`src/msc_pkg.sv`:
```
// Notes on behaviour
// Interrupt mask bit 15 clear blocks INTA
// Masking never alters the event register; the code sets its CSC bit from the masked wake path
// INTA needs mask and control-block enable
// Mask ignored until first mask write
// Wake mask bit 14 clear blocks CSTSCHG
// Wake mask depends on bit 4
// General wake bit 4 clear blocks wake
// CSTSCHG from wake AND general, or PME
// Bits 6:5 pulse audio enable, reset 0
// Mask bits 2 and 1 battery, reset 0
// Mask reserved bits reset to zero
// Present bit 15 shows modem interrupt pin
// Present bit 4 shows inverted ring pin
// Present reserved bits reset to zero
// Present bits 2 and 1 battery, reset 0
// Power-up reset initialises all registers
// Mask register at byte offset F4H
// Present register at byte offset F8H
// Writes to present register are ignored
package msc_pkg;

    // ------------------------------------------------------------
    // Register map
    // ------------------------------------------------------------
    localparam logic [11:0] MSC_OFF_MASK = 12'h0F4;
    localparam logic [11:0] MSC_OFF_PRES = 12'h0F8;
    localparam logic [11:0] MSC_OFF_STAT = 12'h100;
    localparam logic [11:0] MSC_OFF_CLR = 12'h104;
    localparam logic [11:0] MSC_OFF_EN = 12'h108;

    // ------------------------------------------------------------
    // Field positions
    // ------------------------------------------------------------
    localparam int unsigned MSC_BIT_MODEM_INTERRUPT_FIELD = 15;
    localparam int unsigned MSC_BIT_WAKE = 14;
    localparam int unsigned MSC_BIT_PWM_HI = 6;
    localparam int unsigned MSC_BIT_PWM_LO = 5;
    localparam int unsigned MSC_BIT_GENERAL_WAKE_FIELD = 4;
    localparam int unsigned MSC_BIT_BDR = 2;
    localparam int unsigned MSC_BIT_BWP = 1;

    // ------------------------------------------------------------
    // Reset values and writable/live bit sets
    // ------------------------------------------------------------
    localparam logic [31:0] MSC_MASK_RST = 32'h0000_0000;
    localparam logic [31:0] MSC_MASK_WMASK = 32'h0000_C076;
    localparam logic [31:0] MSC_PRES_RST = 32'h0000_0000;
    localparam logic [31:0] MSC_PRES_LIVE = 32'h0000_8016;

    // Interrupt status bits
    localparam int unsigned MSC_IRQ_W = 3;
    localparam int unsigned MSC_EV_IRQ_RISE = 0;
    localparam int unsigned MSC_EV_RING = 1;
    localparam int unsigned MSC_EV_CSC = 2;
    localparam logic [2:0] MSC_IRQ_RST = 3'h0;

    // Synchronised pins
    localparam int unsigned MSC_PIN_W = 4;
    localparam int unsigned MSC_PIN_IRQ = 0;
    localparam int unsigned MSC_PIN_RING_N = 1;
    localparam int unsigned MSC_PIN_BDR = 2;
    localparam int unsigned MSC_PIN_BWP = 3;
    // Ring is active low, so its idle level is one
    localparam logic [3:0] MSC_PIN_RST = 4'h2;

    function automatic logic msc_hit(input logic [11:0] addr, input logic [11:0] off);
        msc_hit = (addr[11:2] == off[11:2]);
    endfunction

    function automatic logic [31:0] msc_merge(input logic [31:0] old, input logic [31:0] wd,
                                              input logic [3:0] strb);
        logic [31:0] res;
        res = old;
        for (int i = 0; i < 4; i++) begin
            if (strb[i]) begin
                res[i*8 +: 8] = wd[i*8 +: 8];
            end
        end
        msc_merge = res;
    endfunction

endpackage

```
`src/msc_pin_if.sv`:
```
`timescale 1ns/1ps
interface msc_pin_if import msc_pkg::*; ();
    logic [MSC_PIN_W-1:0] raw;
    logic [MSC_PIN_W-1:0] sync;
    modport sync_side (input raw, output sync);
    modport user_side (output raw, input sync);
endinterface

```
`src/msc_pin_sync.sv`:
```
`timescale 1ns/1ps
module msc_pin_sync import msc_pkg::*; (
    input wire logic i_clk_sys,
    input wire logic i_nrst,
    msc_pin_if.sync_side pins
);

    // First stage is read by the second stage only
    logic [MSC_PIN_W-1:0] meta_q;
    logic [MSC_PIN_W-1:0] sync_q;

    always_ff @(posedge i_clk_sys or negedge i_nrst) begin
        if (!i_nrst) begin
            meta_q <= MSC_PIN_RST;
            sync_q <= MSC_PIN_RST;
        end else begin
            meta_q <= pins.raw;
            sync_q <= meta_q;
        end
    end

    assign pins.sync = sync_q;

endmodule

```
`src/msc_top.sv`:
```
`timescale 1ns/1ps
module msc_top import msc_pkg::*; (
    input wire logic i_clk_sys,
    input wire logic i_nrst,
    input wire logic i_psel,
    input wire logic i_penable,
    input wire logic i_pwrite,
    input wire logic [11:0] i_paddr,
    input wire logic [31:0] i_pwdata,
    input wire logic [3:0] i_pstrb,
    output logic [31:0] o_prdata,
    output logic o_pready,
    output logic o_pslverr,
    input wire logic i_modem_irq_input,
    input wire logic i_modem_ring_input_n,
    input wire logic i_battery_detect_ready,
    input wire logic i_battery_write_protect,
    input wire logic i_system_control_block_modem_en,
    input wire logic i_power_mgmt_pme_enable,
    input wire logic i_modem_wake_event,
    output logic o_modem_inta,
    output logic o_cstschg,
    output logic [1:0] o_pulse_audio_enable,
    output logic o_irq
);

    // ------------------------------------------------------------
    // Pin synchronisation
    // ------------------------------------------------------------
    msc_pin_if pins ();

    assign pins.raw = {i_battery_write_protect, i_battery_detect_ready, i_modem_ring_input_n, i_modem_irq_input};

    msc_pin_sync u_sync (
        .i_clk_sys(i_clk_sys),
        .i_nrst(i_nrst),
        .pins(pins.sync_side)
    );

    wire irq_lvl = pins.sync[MSC_PIN_IRQ];
    wire ring_act = ~pins.sync[MSC_PIN_RING_N];
    wire bdr_lvl = pins.sync[MSC_PIN_BDR];
    wire bwp_lvl = pins.sync[MSC_PIN_BWP];

    // ------------------------------------------------------------
    // APB decode
    // ------------------------------------------------------------
    logic [31:0] mask_q;
    logic [31:0] mask_d;
    logic [31:0] pres_q;
    logic [31:0] pres_d;
    logic armed_q;
    logic [MSC_IRQ_W-1:0] stat_q;
    logic [MSC_IRQ_W-1:0] stat_d;
    logic [MSC_IRQ_W-1:0] en_q;
    logic [31:0] prdata_q;
    logic irq_prev_q;
    logic ring_prev_q;
    logic inta_q;
    logic csc_q;

    wire setup = i_psel & ~i_penable;
    wire access = i_psel & i_penable;
    // mask decode
    wire hit_mask = msc_hit(i_paddr, MSC_OFF_MASK);
    // present decode
    wire hit_pres = msc_hit(i_paddr, MSC_OFF_PRES);
    wire hit_stat = msc_hit(i_paddr, MSC_OFF_STAT);
    wire hit_clr = msc_hit(i_paddr, MSC_OFF_CLR);
    wire hit_en = msc_hit(i_paddr, MSC_OFF_EN);
    wire any_hit = hit_mask | hit_pres | hit_stat | hit_clr | hit_en;

    // Zero wait states: read data is caught in the setup cycle
    assign o_pready = 1'b1;
    assign o_pslverr = access & ~any_hit;

    wire wr = access & i_pwrite & o_pready;
    wire wr_mask = wr & hit_mask;
    wire wr_clr = wr & hit_clr;
    wire wr_en = wr & hit_en;

    // ------------------------------------------------------------
    // Event mask register
    // ------------------------------------------------------------
    // writable fields only
    assign mask_d = wr_mask ? (msc_merge(mask_q, i_pwdata, i_pstrb) & MSC_MASK_WMASK) : mask_q;

    // power-up reset, R11 reserved zero
    always_ff @(posedge i_clk_sys or negedge i_nrst) begin
        if (!i_nrst) begin
            mask_q <= MSC_MASK_RST;
        end else begin
            mask_q <= mask_d;
        end
    end

    // arm on first mask write
    always_ff @(posedge i_clk_sys or negedge i_nrst) begin
        if (!i_nrst) begin
            armed_q <= 1'b0;
        end else if (wr_mask) begin
            armed_q <= 1'b1;
        end
    end

    assign o_pulse_audio_enable = mask_q[MSC_BIT_PWM_HI:MSC_BIT_PWM_LO];

    // ------------------------------------------------------------
    // Present state register
    // ------------------------------------------------------------
    // no write path; R12 R13 R15 live bits; R14 others zero
    always_comb begin
        pres_d = MSC_PRES_RST;
        pres_d[MSC_BIT_MODEM_INTERRUPT_FIELD] = irq_lvl;
        pres_d[MSC_BIT_GENERAL_WAKE_FIELD] = ring_act;
        pres_d[MSC_BIT_BDR] = bdr_lvl;
        pres_d[MSC_BIT_BWP] = bwp_lvl;
    end

    always_ff @(posedge i_clk_sys or negedge i_nrst) begin
        if (!i_nrst) begin
            pres_q <= MSC_PRES_RST;
        end else begin
            pres_q <= pres_d;
        end
    end

    // ------------------------------------------------------------
    // INTA and CSTSCHG gating
    // ------------------------------------------------------------
    // mask only once armed, needs control enable
    wire modem_interrupt_field_open = ~armed_q | mask_q[MSC_BIT_MODEM_INTERRUPT_FIELD];
    wire inta_d = irq_lvl & i_system_control_block_modem_en & modem_interrupt_field_open;
    // wake path; the masked csc_d also sets the CSC event bit, though R2 keeps masking out of the event register
    wire wake_open = (mask_q[MSC_BIT_WAKE] & mask_q[MSC_BIT_GENERAL_WAKE_FIELD]) | i_power_mgmt_pme_enable;
    wire csc_d = i_modem_wake_event & wake_open;

    always_ff @(posedge i_clk_sys or negedge i_nrst) begin
        if (!i_nrst) begin
            inta_q <= 1'b0;
            csc_q <= 1'b0;
        end else begin
            inta_q <= inta_d;
            csc_q <= csc_d;
        end
    end

    assign o_modem_inta = inta_q;
    assign o_cstschg = csc_q;

    // ------------------------------------------------------------
    // Interrupt status, clear and enable
    // ------------------------------------------------------------
    wire [MSC_IRQ_W-1:0] ev_set = {csc_d & ~csc_q, ring_act & ~ring_prev_q, irq_lvl & ~irq_prev_q};
    wire [MSC_IRQ_W-1:0] clr_vec = wr_clr ? i_pwdata[MSC_IRQ_W-1:0] : MSC_IRQ_RST;

    // Set wins over a clear in the same cycle
    assign stat_d = (stat_q & ~clr_vec) | ev_set;

    always_ff @(posedge i_clk_sys or negedge i_nrst) begin
        if (!i_nrst) begin
            stat_q <= MSC_IRQ_RST;
            en_q <= MSC_IRQ_RST;
            irq_prev_q <= 1'b0;
            ring_prev_q <= 1'b0;
        end else begin
            stat_q <= stat_d;
            irq_prev_q <= irq_lvl;
            ring_prev_q <= ring_act;
            if (wr_en) begin
                en_q <= i_pwdata[MSC_IRQ_W-1:0];
            end
        end
    end

    assign o_irq = |(stat_q & en_q);

    // ------------------------------------------------------------
    // Read data
    // ------------------------------------------------------------
    // Clear register is write-only and reads as zero
    wire [31:0] rd_mux = hit_mask ? mask_q :
                         hit_pres ? pres_q :
                         hit_stat ? {29'h0, stat_q} :
                         hit_en ? {29'h0, en_q} : 32'h0000_0000;

    always_ff @(posedge i_clk_sys or negedge i_nrst) begin
        if (!i_nrst) begin
            prdata_q <= 32'h0000_0000;
        end else if (setup & ~i_pwrite) begin
            prdata_q <= rd_mux;
        end
    end

    assign o_prdata = prdata_q;
endmodule

```
`config.mk`:
```
export PLATFORM = sky130hd
export DESIGN_NAME = msc_top
export DESIGN_NICKNAME = d
export VERILOG_FILES = /design/src/msc_pkg.sv /design/src/msc_pin_if.sv /design/src/msc_pin_sync.sv /design/src/msc_top.sv
export SDC_FILE = /design/constraint.sdc
export NUM_CORES = 1
export LEC_CHECK = 0
export BUFFER_PORTS_ARGS = -buffer_cell sky130_fd_sc_hd__buf_4
export CAP_MARGIN = 20
export CORE_MARGIN = 5
export CORE_UTILIZATION = 40
export DETAILED_ROUTE_END_ITERATION = 6
export PLACE_DENSITY_LB_ADDON = 0.1
export SLEW_MARGIN = 20
export SYNTH_ARGS = -nofsm -noshare
export SYNTH_HDL_FRONTEND = slang
export SYNTH_SLANG_ARGS = --single-unit
```
`constraint.sdc`:
```
create_clock -name i_clk_sys -period 1.5 [get_ports i_clk_sys]
set_clock_uncertainty 0.05 [all_clocks]
set_input_delay 0.3 -clock i_clk_sys [delete_from_list [all_inputs] [get_ports i_clk_sys]]
set_output_delay 0.3 -clock i_clk_sys [all_outputs]
set_load 0.01 [all_outputs]
```
==> results of run 1 <==
[synth_stat cells, types with 2 or more instances]
library cell / n / area, sq um
dfrtp_1: 34 / 851
a221oi_1: 2 / 17.5
nand2_1: 3 / 11.3
a22o_1: 5 / 43.8
inv_1: 7 / 26.3
nor3_1: 3 / 15.0
a21oi_1: 4 / 20.0
or3_4: 2 / 22.5
a211oi_1: 2 / 15.0
dfstp_2: 2 / 52.6
mux2_1: 5 / 56.3
buf_4: 27 / 203
nand3_1: 3 / 15.0
a221o_1: 2 / 20.0
o21ai_0: 2 / 10.0
and3_1: 4 / 25.0
nor4_4: 2 / 42.5
nor4_1: 3 / 18.8
nand2b_1: 3 / 18.8
nor3b_1: 2 / 15.0
mux2_4: 5 / 75.1
conb_1: 2 / 7.51
nor2_1: 5 / 18.8
[layout make-up]
cell class,count,area (sq um)
clock buffers,5,68.8
repair buffers,67,544
flip-flops and latches,36,903
multi-input cells,98,782
inverters,7,26.3
clock inverters,3,42.5
fillers,376,1890
well taps,52,65.1
[state kept, by name, indices dropped and copies added (netlist names)]
| signal | cells |
|---|---|
| u_sync.meta_q | 4 |
| en_q | 3 |
| o_cstschg | 1 |
| mask_q | 7 |
| pres_q | 4 |
| u_sync.pins.sync | 4 |
| o_prdata | 8 |
| stat_q | 3 |
| o_modem_inta | 1 |
| armed_q | 1 |
[how the worst max path moves through the flow]
| stage | cells past startpoint | to |
|---|---|---|
| 2_1_floorplan | 5 | mask_q[1]$_DFFE_PN0P_ |
| 3_3_place_gp | 5 | mask_q[6]$_DFFE_PN0P_ |
| 3_5_place_dp | 5 | mask_q[4]$_DFFE_PN0P_ |
| 4_1_cts | 6 | o_pslverr |
| 5_1_grt | 6 | o_pslverr |
| 6_report | 6 | o_pslverr |
[power breakdown]
part / leakage [nW] / internal, mW / total [mW] / switching (mW)
clock: 0.0541 / 0.491 / 0.841 / 0.350
combinational: 0.722 / 0.128 / 0.264 / 0.136
sequential: 0.451 / 1.00 / 1.02 / 0.0143
total: 1.23 / 1.62 / 2.12 / 0.500
[stage by stage]
stage | std cells | util
2_1_floorplan | 170 | -
4_1_cts | 265 | 0.543
6_report | 268 | 0.563
3_5_place_dp | 253 | 0.501
3_3_place_gp | 253 | 0.501
5_1_grt | 268 | 0.563
[per-layer routing]
layer	vias up	global-route usage	routed length, um	share of wire
li1	605	-	-	-
met1	629	0.164	1540	0.39
met2	58	0.218	1980	0.50
met3	7	0.0390	360	0.091
met4	0	0.0577	62	0.016
met5	-	0	0	0
[cells by family after synthesis]
family / Yosys count / share of synthesized area
DFF: 36 / 0.514
AOI/OAI and AO/OA: 22 / 0.0925
other: 2 / 0.00427
muxes: 11 / 0.0804
buffers and inverters: 36 / 0.139
and+or+nand+nor: 40 / 0.171
[repair_timing]
action / 4_1_cts / 5_1_grt
setup endpoints to repair: 19 / 20
gates cloned: 0 / 0
hold endpoints to repair: 34 / 0
hold buffers: 1 / 0
resized for setup: 9 / 10
pin swaps: 12 / 9
buffers inserted: 3 / 3
==> impl_results.md, run 1 <==
* Cells along the critical path: buf_6, or3_4, or2_4, o31ai_4, a21oi_2, buf_4
* Final WS setup at -179 ps
* CTS tree: built
* First-pass iteration count of the detailed router at 4
* Hold path cells at 1
* Root buffer cell: clkbuf_8
* Vias/cell at 4.85
* Crit-path slowest cell: or3_4
* Drt wl/cell at 14.7 um
* IO Pins at 99
* Number of global-route vias before repair at 1295
* Distinct cells, synth at 41
* Routed Antenna Nets at 0
* Die area at 5820 sq um
* WP buf/inv at 2
* CP Max Fanout at 3
* Setup violations, final at 12
* Vias after detailed routing at 1299
* CP endpoint kind: output pin
* CP delay by family, top: simple AND/OR/NAND/NOR gates
* Num CTS Buffers at 5
* Number of synthesized flops with an enable pin at 0
* Crit path kind: input pin to output pin
* GRT overflow at 0
* Most frequent cells in the layout: buf_4, dfrtp_1, conb_1
* Worst Path Arrival at 1330 ps
* Final #Nets at 275
* Crit path from: i_paddr[4]
* Critical Path RT at 1150 ps
* Post-synthesis sequential area ratio at 0.514
* Mapped Area at 1760 sq um
* Final Critical Period at 1680 ps
* Wirelength, routed at 3.95 mm
* Pre-CTS setup slack at -447 ps
* Reg2reg start: stat_q[1]$_DFF_PN0_
* Initial DRC count at 55
* Die height at 76.3 um
* Clock Latency Late Sink at 290 ps
* Final hold vios at 0
* Hold Path Class: input pin to register
* PD cells at 872 nW/um^2
* ANT cells at 0
* Syn-to-layout area delta at 38.3%
* Fmax at 0.596 GHz
* Initial antenna violation count at 0
* Largest net degree at the start of global routing at 37
* First-pass GRT wire length at 6.25 mm
* Clk slew on worst S/H paths at 70 ps
* Async set-or-reset flop fraction in the synthesized netlist at 1.00
* Outcome: complete, but fails checks
* I/O Buffers at 45
* R2R depth at 4
* CP peak stage delay at 370 ps
* # clock sinks at 36
* Max clock buf depth at 2
* Placed wire-length estimate at 2.97 mm
* Syn Inst Count at 147
* Final Instance Area at 2430 sq um
* Setup TNS at -781 ps
* H-tree depth at 2
* Synth Area per Inst at 12.0 sq um
* Fin. max-slew vios at 0
* Core footprint at 4320 sq um
* R2R setup slack at 280 ps
* Maximum VDD drop at 970 uV
* Critical path launch point type: input pin
* Maxcap violations at 0
* Final hold slack at 62.5 ps
* Share of cells above drive strength 1 at 0.477
* Syn. warnings at 0
* Commonest non-fill, non-tap cell in the layout: buf_4
* Failing checks: setup timing
* Leak Pwr at 1.23 nW
* Num rows at 24
* Die Wd at 76.3 um
* Total Power at 2.12 mW
* DRC viols at 0
* Initial cell density of the core at 0.407
* Total track usage at 0.134
* Reg2reg end: o_prdata[1]$_DFFE_PN0P_
* Unrepaired setup endpoints after global routing: true
* DP Area at 2170 sq um
* Tcrit/Tclk final at 1.12
* Hold endpoint: u_sync.meta_q[3]$_DFF_PN0_
* #FFs+latches synth at 36
* GPL Wtd Cong at 0.803
* Main flop type after synthesis: dfrtp_1
* Hold path start: i_battery_write_protect
Note: power is estimated with default switching activity, not from simulation.
==> run 2: changes to the inputs <==
- CORE_UTILIZATION: 40 -> 44
- PLACE_DENSITY: unset -> 0.8
- PLACE_DENSITY_LB_ADDON: 0.1 -> unset
- clock period: 1.5 -> 1.68 ns (I/O delays scaled with it)
==> impl_results.md, run 2 (synthesis results as in run 1) <==
* Placed wire-length estimate at 2.80 mm (was 2.97 mm)
* Hold Path Class: input pin to register (unchanged)
* Maxcap violations at 0 (unchanged)
* DRC viols at 0 (unchanged)
* Commonest non-fill, non-tap cell in the layout: buf_4 (unchanged)
* Critical Path RT at 1290 ps (was 1150 ps)
* Die area at 5360 sq um (was 5820 sq um)
* Num CTS Buffers at 5 (unchanged)
* Max reg flops at 8 (unchanged)
* ANT cells at 0 (unchanged)
* Initial DRC count at 100 (was 55)
* Clock Latency Late Sink at 290 ps (about the same)
* Final #Nets at 269 (was 275)
* Root buffer cell: clkbuf_8 (unchanged)
* Outcome: complete, but fails checks (unchanged)
* Clk slew on worst S/H paths at 60 ps (was 70 ps)
* Largest net degree at the start of global routing at 37 (unchanged)
* Total track usage at 0.143 (was 0.134)
* Final Critical Period at 1760 ps
* First-pass GRT wire length at 5.76 mm (was 6.25 mm)
* Routed Antenna Nets at 0 (unchanged)
* Final core occ at 0.590 (was 0.563)
* Most frequent cells in the layout: buf_4, dfrtp_1, conb_1 (unchanged)
* Filler cell count at 321 (was 376)
* CP endpoint kind: output pin (unchanged)
* Critical path launch point type: input pin (unchanged)
* Initial cell density of the core at 0.446 (was 0.407)
* Crit path kind: input pin to output pin (unchanged)
* CTS tree: built (unchanged)
* Vias after detailed routing at 1298 (was 1299)
* Share of cells above drive strength 1 at 0.438 (was 0.477)
* Leak Pwr at 1.18 nW (was 1.23 nW)
* PD cells at 795 nW/um^2 (was 872 nW/um^2)
* Setup TNS at -80.6 ps (was -781 ps)
* Number of global-route vias before repair at 1287 (was 1295)
* Final hold slack at 107 ps (was 62.5 ps)
* Failing checks: setup timing (unchanged)
* Drt wl/cell at 14.5 um (was 14.7 um)
* First-pass iteration count of the detailed router at 4 (unchanged)
* Fin. max-slew vios at 0 (unchanged)
* GPL Wtd Cong at 0.806 (was 0.803)
* H-tree depth at 2 (unchanged)
* Final Instance Area at 2330 sq um (was 2430 sq um)
* IO Pins at 99 (unchanged)
* Syn-to-layout area delta at 32.2% (was 38.3%)
* Die height at 73.2 um (was 76.3 um)
* Worst Path Arrival at 1370 ps (was 1330 ps)
* Pre-CTS setup slack at -350 ps (was -447 ps)
* Tcrit/Tclk final at 1.05
* Unrepaired setup endpoints after global routing: true (unchanged)
* # clock sinks at 36 (unchanged)
* GRT overflow at 0 (unchanged)
* Initial antenna violation count at 0 (unchanged)
* Fmax at 0.568 GHz
* CP Max Fanout at 3 (unchanged)
* Maximum VDD drop at 746 uV (was 970 uV)
* Final hold vios at 0 (unchanged)
* Setup violations, final at 1 (was 12)
* Wirelength, routed at 3.78 mm (was 3.95 mm)
* Num rows at 23 (was 24)
* DP Area at 2120 sq um (was 2170 sq um)
* Vias/cell at 4.99 (was 4.85)
* Final WS setup at -80.6 ps (was -179 ps)
* I/O Buffers at 45 (unchanged)
* Die Wd at 73.2 um (was 76.3 um)
* Max clock buf depth at 2 (unchanged)
* Core footprint at 3940 sq um (was 4320 sq um)
run 2: cell types whose count changed in the layout (fill, tap and decap cells not counted), sizes merged:
cell / previous run / this run
buf: 66 / 60
clkbuf: 5 / 6
clkinvlp: 1 / 0
run 2: area by class of cell:
type	instances	area (sq um)	share of cell area
tap	50	62.6	0.0269
multi-input combinational	98	751	0.323
inverter	7	26.3	0.0113
timing repair buffer	61	475	0.204
clock inverter	2	35.0	0.0151
clock buffer	6	72.6	0.0312
sequential	36	903	0.388
run 2: path summary, 6_finish.rpt:
check | start | end | slack, ps | cells after the start
max | i_paddr[5] | o_pslverr | -80 | 6
min | i_modem_ring_input_n | u_sync.meta_q[1]$_DFF_PN1_ | 110 | 1
max reg2reg | stat_q[2]$_DFF_PN0_ | o_prdata[2]$_DFFE_PN0P_ | 380 | 5
min reg2reg | u_sync.pins.sync[2]$_DFF_PN0_ | pres_q[2]$_DFF_PN0_ | 300 | 0
max in group asynchronous | i_nrst | u_sync.meta_q[1]$_DFF_PN1_ | 760 | 2
min in group asynchronous | i_nrst | stat_q[2]$_DFF_PN0_ | 480 | 2
run 2: power breakdown:
part           leakage [nW]  switching (mW)  internal [mW]
Clock                0.0552           0.293          0.440
Combinational         0.675           0.112         0.0974
Sequential            0.451          0.0133          0.894
Total                  1.18           0.418           1.43
run 2: metrics by stage:
stage / instances / total power [mW]
2_1_floorplan: 170 / 1.04
3_3_place_gp: 247 / 1.12
3_5_place_dp: 247 / 1.12
4_1_cts: 258 / 1.86
5_1_grt: 260 / 1.93
6_report: 260 / 1.85
run 2: timing repair:
action / in CTS / in global routing
hold endpoints to repair: 34 / 0
buffers inserted: 2 / 2
pin swaps: 4 / 7
hold buffers: 1 / 0
setup endpoints to repair: 4 / 8
resized for setup: 5 / 6
run 2: layer usage:
layer,up-vias,global-route usage,part of all wire
met5,-,0,0
met4,0,0.0635,0.019
met3,7,0.0441,0.094
met2,57,0.247,0.55
met1,641,0.160,0.33
li1,593,-,-
run 2: critical path: stages:
cell and delay [ps]:
buf_6 90, or3_4 380, or2_4 260, o31ai_2 60, a21oi_1 90, buf_4 150
==> run 3: changes to the inputs <==
- ABC_AREA: unset -> 1
- PLACE_DENSITY: 0.8 -> 0.79
==> impl_results.md, run 3 <==
* Outcome: finished clean (was complete, but fails checks)
* Tcrit/Tclk final at 0.959 (was 1.05)
* Max reg flops at 8 (unchanged)
* Commonest non-fill, non-tap cell in the layout: buf_4 (unchanged)
* Clock Latency Late Sink at 270 ps (was 290 ps)
* Distinct cells, synth at 25 (was 41)
* Die Wd at 74.1 um (was 73.2 um)
* # clock sinks at 36 (unchanged)
* GR Util met1 at 0.182 (was 0.160)
* Num CTS Buffers at 5 (unchanged)
* Unrepaired setup endpoints after global routing: false (was true)
* Mapped Area at 1810 sq um (was 1760 sq um)
* Share of cells above drive strength 1 at 0.306 (was 0.438)
* Placed wire-length estimate at 3.02 mm (was 2.80 mm)
* Hold endpoint: u_sync.meta_q[2]$_DFF_PN0_ (was u_sync.meta_q[1]$_DFF_PN1_)
* Number of global-route vias before repair at 1331 (was 1287)
* Crit-path slowest cell: and3_2 (was or3_4)
* R2R depth at 4 (was 5)
* Filler cell count at 387 (was 321)
* Grt met3 use at 0.0432 (was 0.0441)
* Top post-synthesis cells by area: dfrtp_1, buf_4, nand2_1 (was dfrtp_1, buf_4, mux2_4)
* GRT overflow at 0 (unchanged)
* WP buf/inv at 2 (unchanged)
* Synth top cells by count: nand2_1, dfrtp_1, buf_4, inv_1, nand3_1 (was dfrtp_1, buf_4, inv_1)
* Top Usage Layer GRT: met2 (unchanged)
* Fmax at 0.621 GHz (was 0.568 GHz)
* Async set-or-reset flop fraction in the synthesized netlist at 1.00 (unchanged)
* Setup TNS at 0 ps (was -80.6 ps)
* Total track usage at 0.145 (was 0.143)
* Maxcap violations at 0 (unchanged)
* Final hold vios at 0 (unchanged)
* #FFs+latches synth at 36 (unchanged)
* Vias after detailed routing at 1402 (was 1298)
* Crit path from: i_paddr[9] (was i_paddr[5])
* Hold Path Class: input pin to register (unchanged)
* Syn-to-layout area delta at 25.8% (was 32.2%)
* GPL Wtd Cong at 0.800 (was 0.806)
* R2R setup slack at 720 ps (was 380 ps)
* Share of the synthesized area in the top cell type at 0.471 (was 0.484)
* Crit path kind: input pin to output pin (unchanged)
* Die area at 5490 sq um (was 5360 sq um)
* Drt wl/cell at 11.7 um (was 14.5 um)
* Setup violations, final at 0 (was 1)
* Critical Path RT at 1290 ps (about the same)
* Largest net degree at the start of global routing at 37 (unchanged)
* Cells along the critical path: buf_4, nor2_1, nand2_1, nor2_4, o21ai_0, and3_2, buf_4 (was buf_6, or3_4, or2_4, o31ai_2, a21oi_1, buf_4)
* Initial cell density of the core at 0.452 (was 0.446)
* Fin. max-slew vios at 0 (unchanged)
* I/O Buffers at 45 (unchanged)
* Main flop type after synthesis: dfrtp_1 (unchanged)
* Post-synthesis sequential area ratio at 0.500 (was 0.514)
* Maximum VDD drop at 776 uV (was 746 uV)
* Leak Pwr at 1.24 nW (was 1.18 nW)
* Critical path launch point type: input pin (unchanged)
* Final hold slack at 115 ps (was 107 ps)
* First-pass GRT wire length at 5.94 mm (was 5.76 mm)
* Final #Nets at 327 (was 269)
* Initial antenna violation count at 0 (unchanged)
* CP delay by family, top: simple AND/OR/NAND/NOR gates (unchanged)
* CP Max Fanout at 3 (unchanged)
* Final Critical Period at 1610 ps (was 1760 ps)
* M2 GR Usage at 0.241 (was 0.247)
* Num rows at 23 (unchanged)
* Final core occ at 0.569 (was 0.590)
* Worst Path Arrival at 1220 ps (was 1370 ps)
* DRC viols at 0 (unchanged)
* CP peak stage delay at 200 ps (was 380 ps)
* Clk slew on worst S/H paths at 70 ps (was 60 ps)
* First-pass iteration count of the detailed router at 4 (unchanged)
* Hold path cells at 1 (unchanged)
* Most frequent cells in the layout: buf_4, nand2_1, dfrtp_1 (was buf_4, dfrtp_1, conb_1)
* Max clock buf depth at 2 (unchanged)
* Hold path start: i_battery_detect_ready (was i_modem_ring_input_n)
* H-tree depth at 2 (unchanged)
* CP endpoint kind: output pin (unchanged)
* Core footprint at 4000 sq um (was 3940 sq um)
* Reg2reg start: mask_q[4]$_DFFE_PN0P_ (was stat_q[2]$_DFF_PN0_)
* Die height at 74.1 um (was 73.2 um)
* Reg2reg end: stat_q[2]$_DFF_PN0_ (was o_prdata[2]$_DFFE_PN0P_)
* Root buffer cell: clkbuf_8 (unchanged)
* Most frequent cell after synthesis: nand2_1 (was dfrtp_1)
* Syn Inst Count at 208 (was 147)
* PD cells at 757 nW/um^2 (was 795 nW/um^2)
* Wirelength, routed at 3.71 mm (was 3.78 mm)
* Vias/cell at 4.41 (was 4.99)
* CTS tree: built (unchanged)
* Routed Antenna Nets at 0 (unchanged)
* Yosys top cell by area: dfrtp_1 (unchanged)
* ANT cells at 0 (unchanged)
* Syn. warnings at 0 (unchanged)
* IO Pins at 99 (unchanged)
* Synth Area per Inst at 8.69 sq um (was 12.0 sq um)
* Number of synthesized flops with an enable pin at 0 (unchanged)
* CP dominant cell by count: buf_4
* Initial DRC count at 72 (was 100)
## run 3: through the flow
step                      cell area (sq um)  worst slack [ps]  std cells  power [mW]
after detailed placement               2160              38.4        308        1.13
after floorplan                        1890               271        231        1.04
after global routing                   2270              9.53        318        1.81
after global placement                 2160              38.6        308        1.12
final                                  2270              69.0        318        1.72
after CTS                              2260              34.8        317        1.73
## run 3: area by class of cell
cell class / instances / area [sq um] / area share
Inverter: 23 / 86.3 / 0.0380
Tap cell: 50 / 62.6 / 0.0275
Multi-Input combinational cell: 144 / 702 / 0.309
Clock buffer: 8 / 90.1 / 0.0396
Sequential cell: 36 / 903 / 0.397
Timing Repair Buffer: 57 / 430 / 0.189
## run 3: routing by layer
layer,vias up,part of all wire
met5,-,0
met4,0,0.0062
met3,2,0.091
met2,49,0.50
met1,635,0.40
li1,716,-
## run 3: kinds of logic after synthesis
logic type,after synthesis,synth area share
buf+inv,51,0.163
other cells,2,0.00415
flops,36,0.500
compound gates,22,0.0685
simple gates,97,0.265
## run 3: how the worst max path moves through the flow
| stage | cells past startpoint | endpoint |
|---|---|---|
| after global routing | 7 | o_pslverr |
| after detailed placement | 7 | o_pslverr |
| after floorplan | 5 | o_pslverr |
| final | 7 | o_pslverr |
| after global placement | 7 | o_pslverr |
| after CTS | 7 | o_pslverr |
## run 3: where the power goes
group | switching [mW] | total [mW] | internal, mW
sequential | 0.0116 | 0.906 | 0.894
combinational | 0.116 | 0.211 | 0.0943
clock | 0.272 | 0.606 | 0.334
## run 3: repair_timing
item | 4_1_cts | 5_1_grt
endpoints found under the setup margin | 0 | 1
gates resized for setup | 0 | 2
hold buffers | 1 | 0
buffers inserted | 0 | 1
endpoints found under the hold margin | 34 | 0
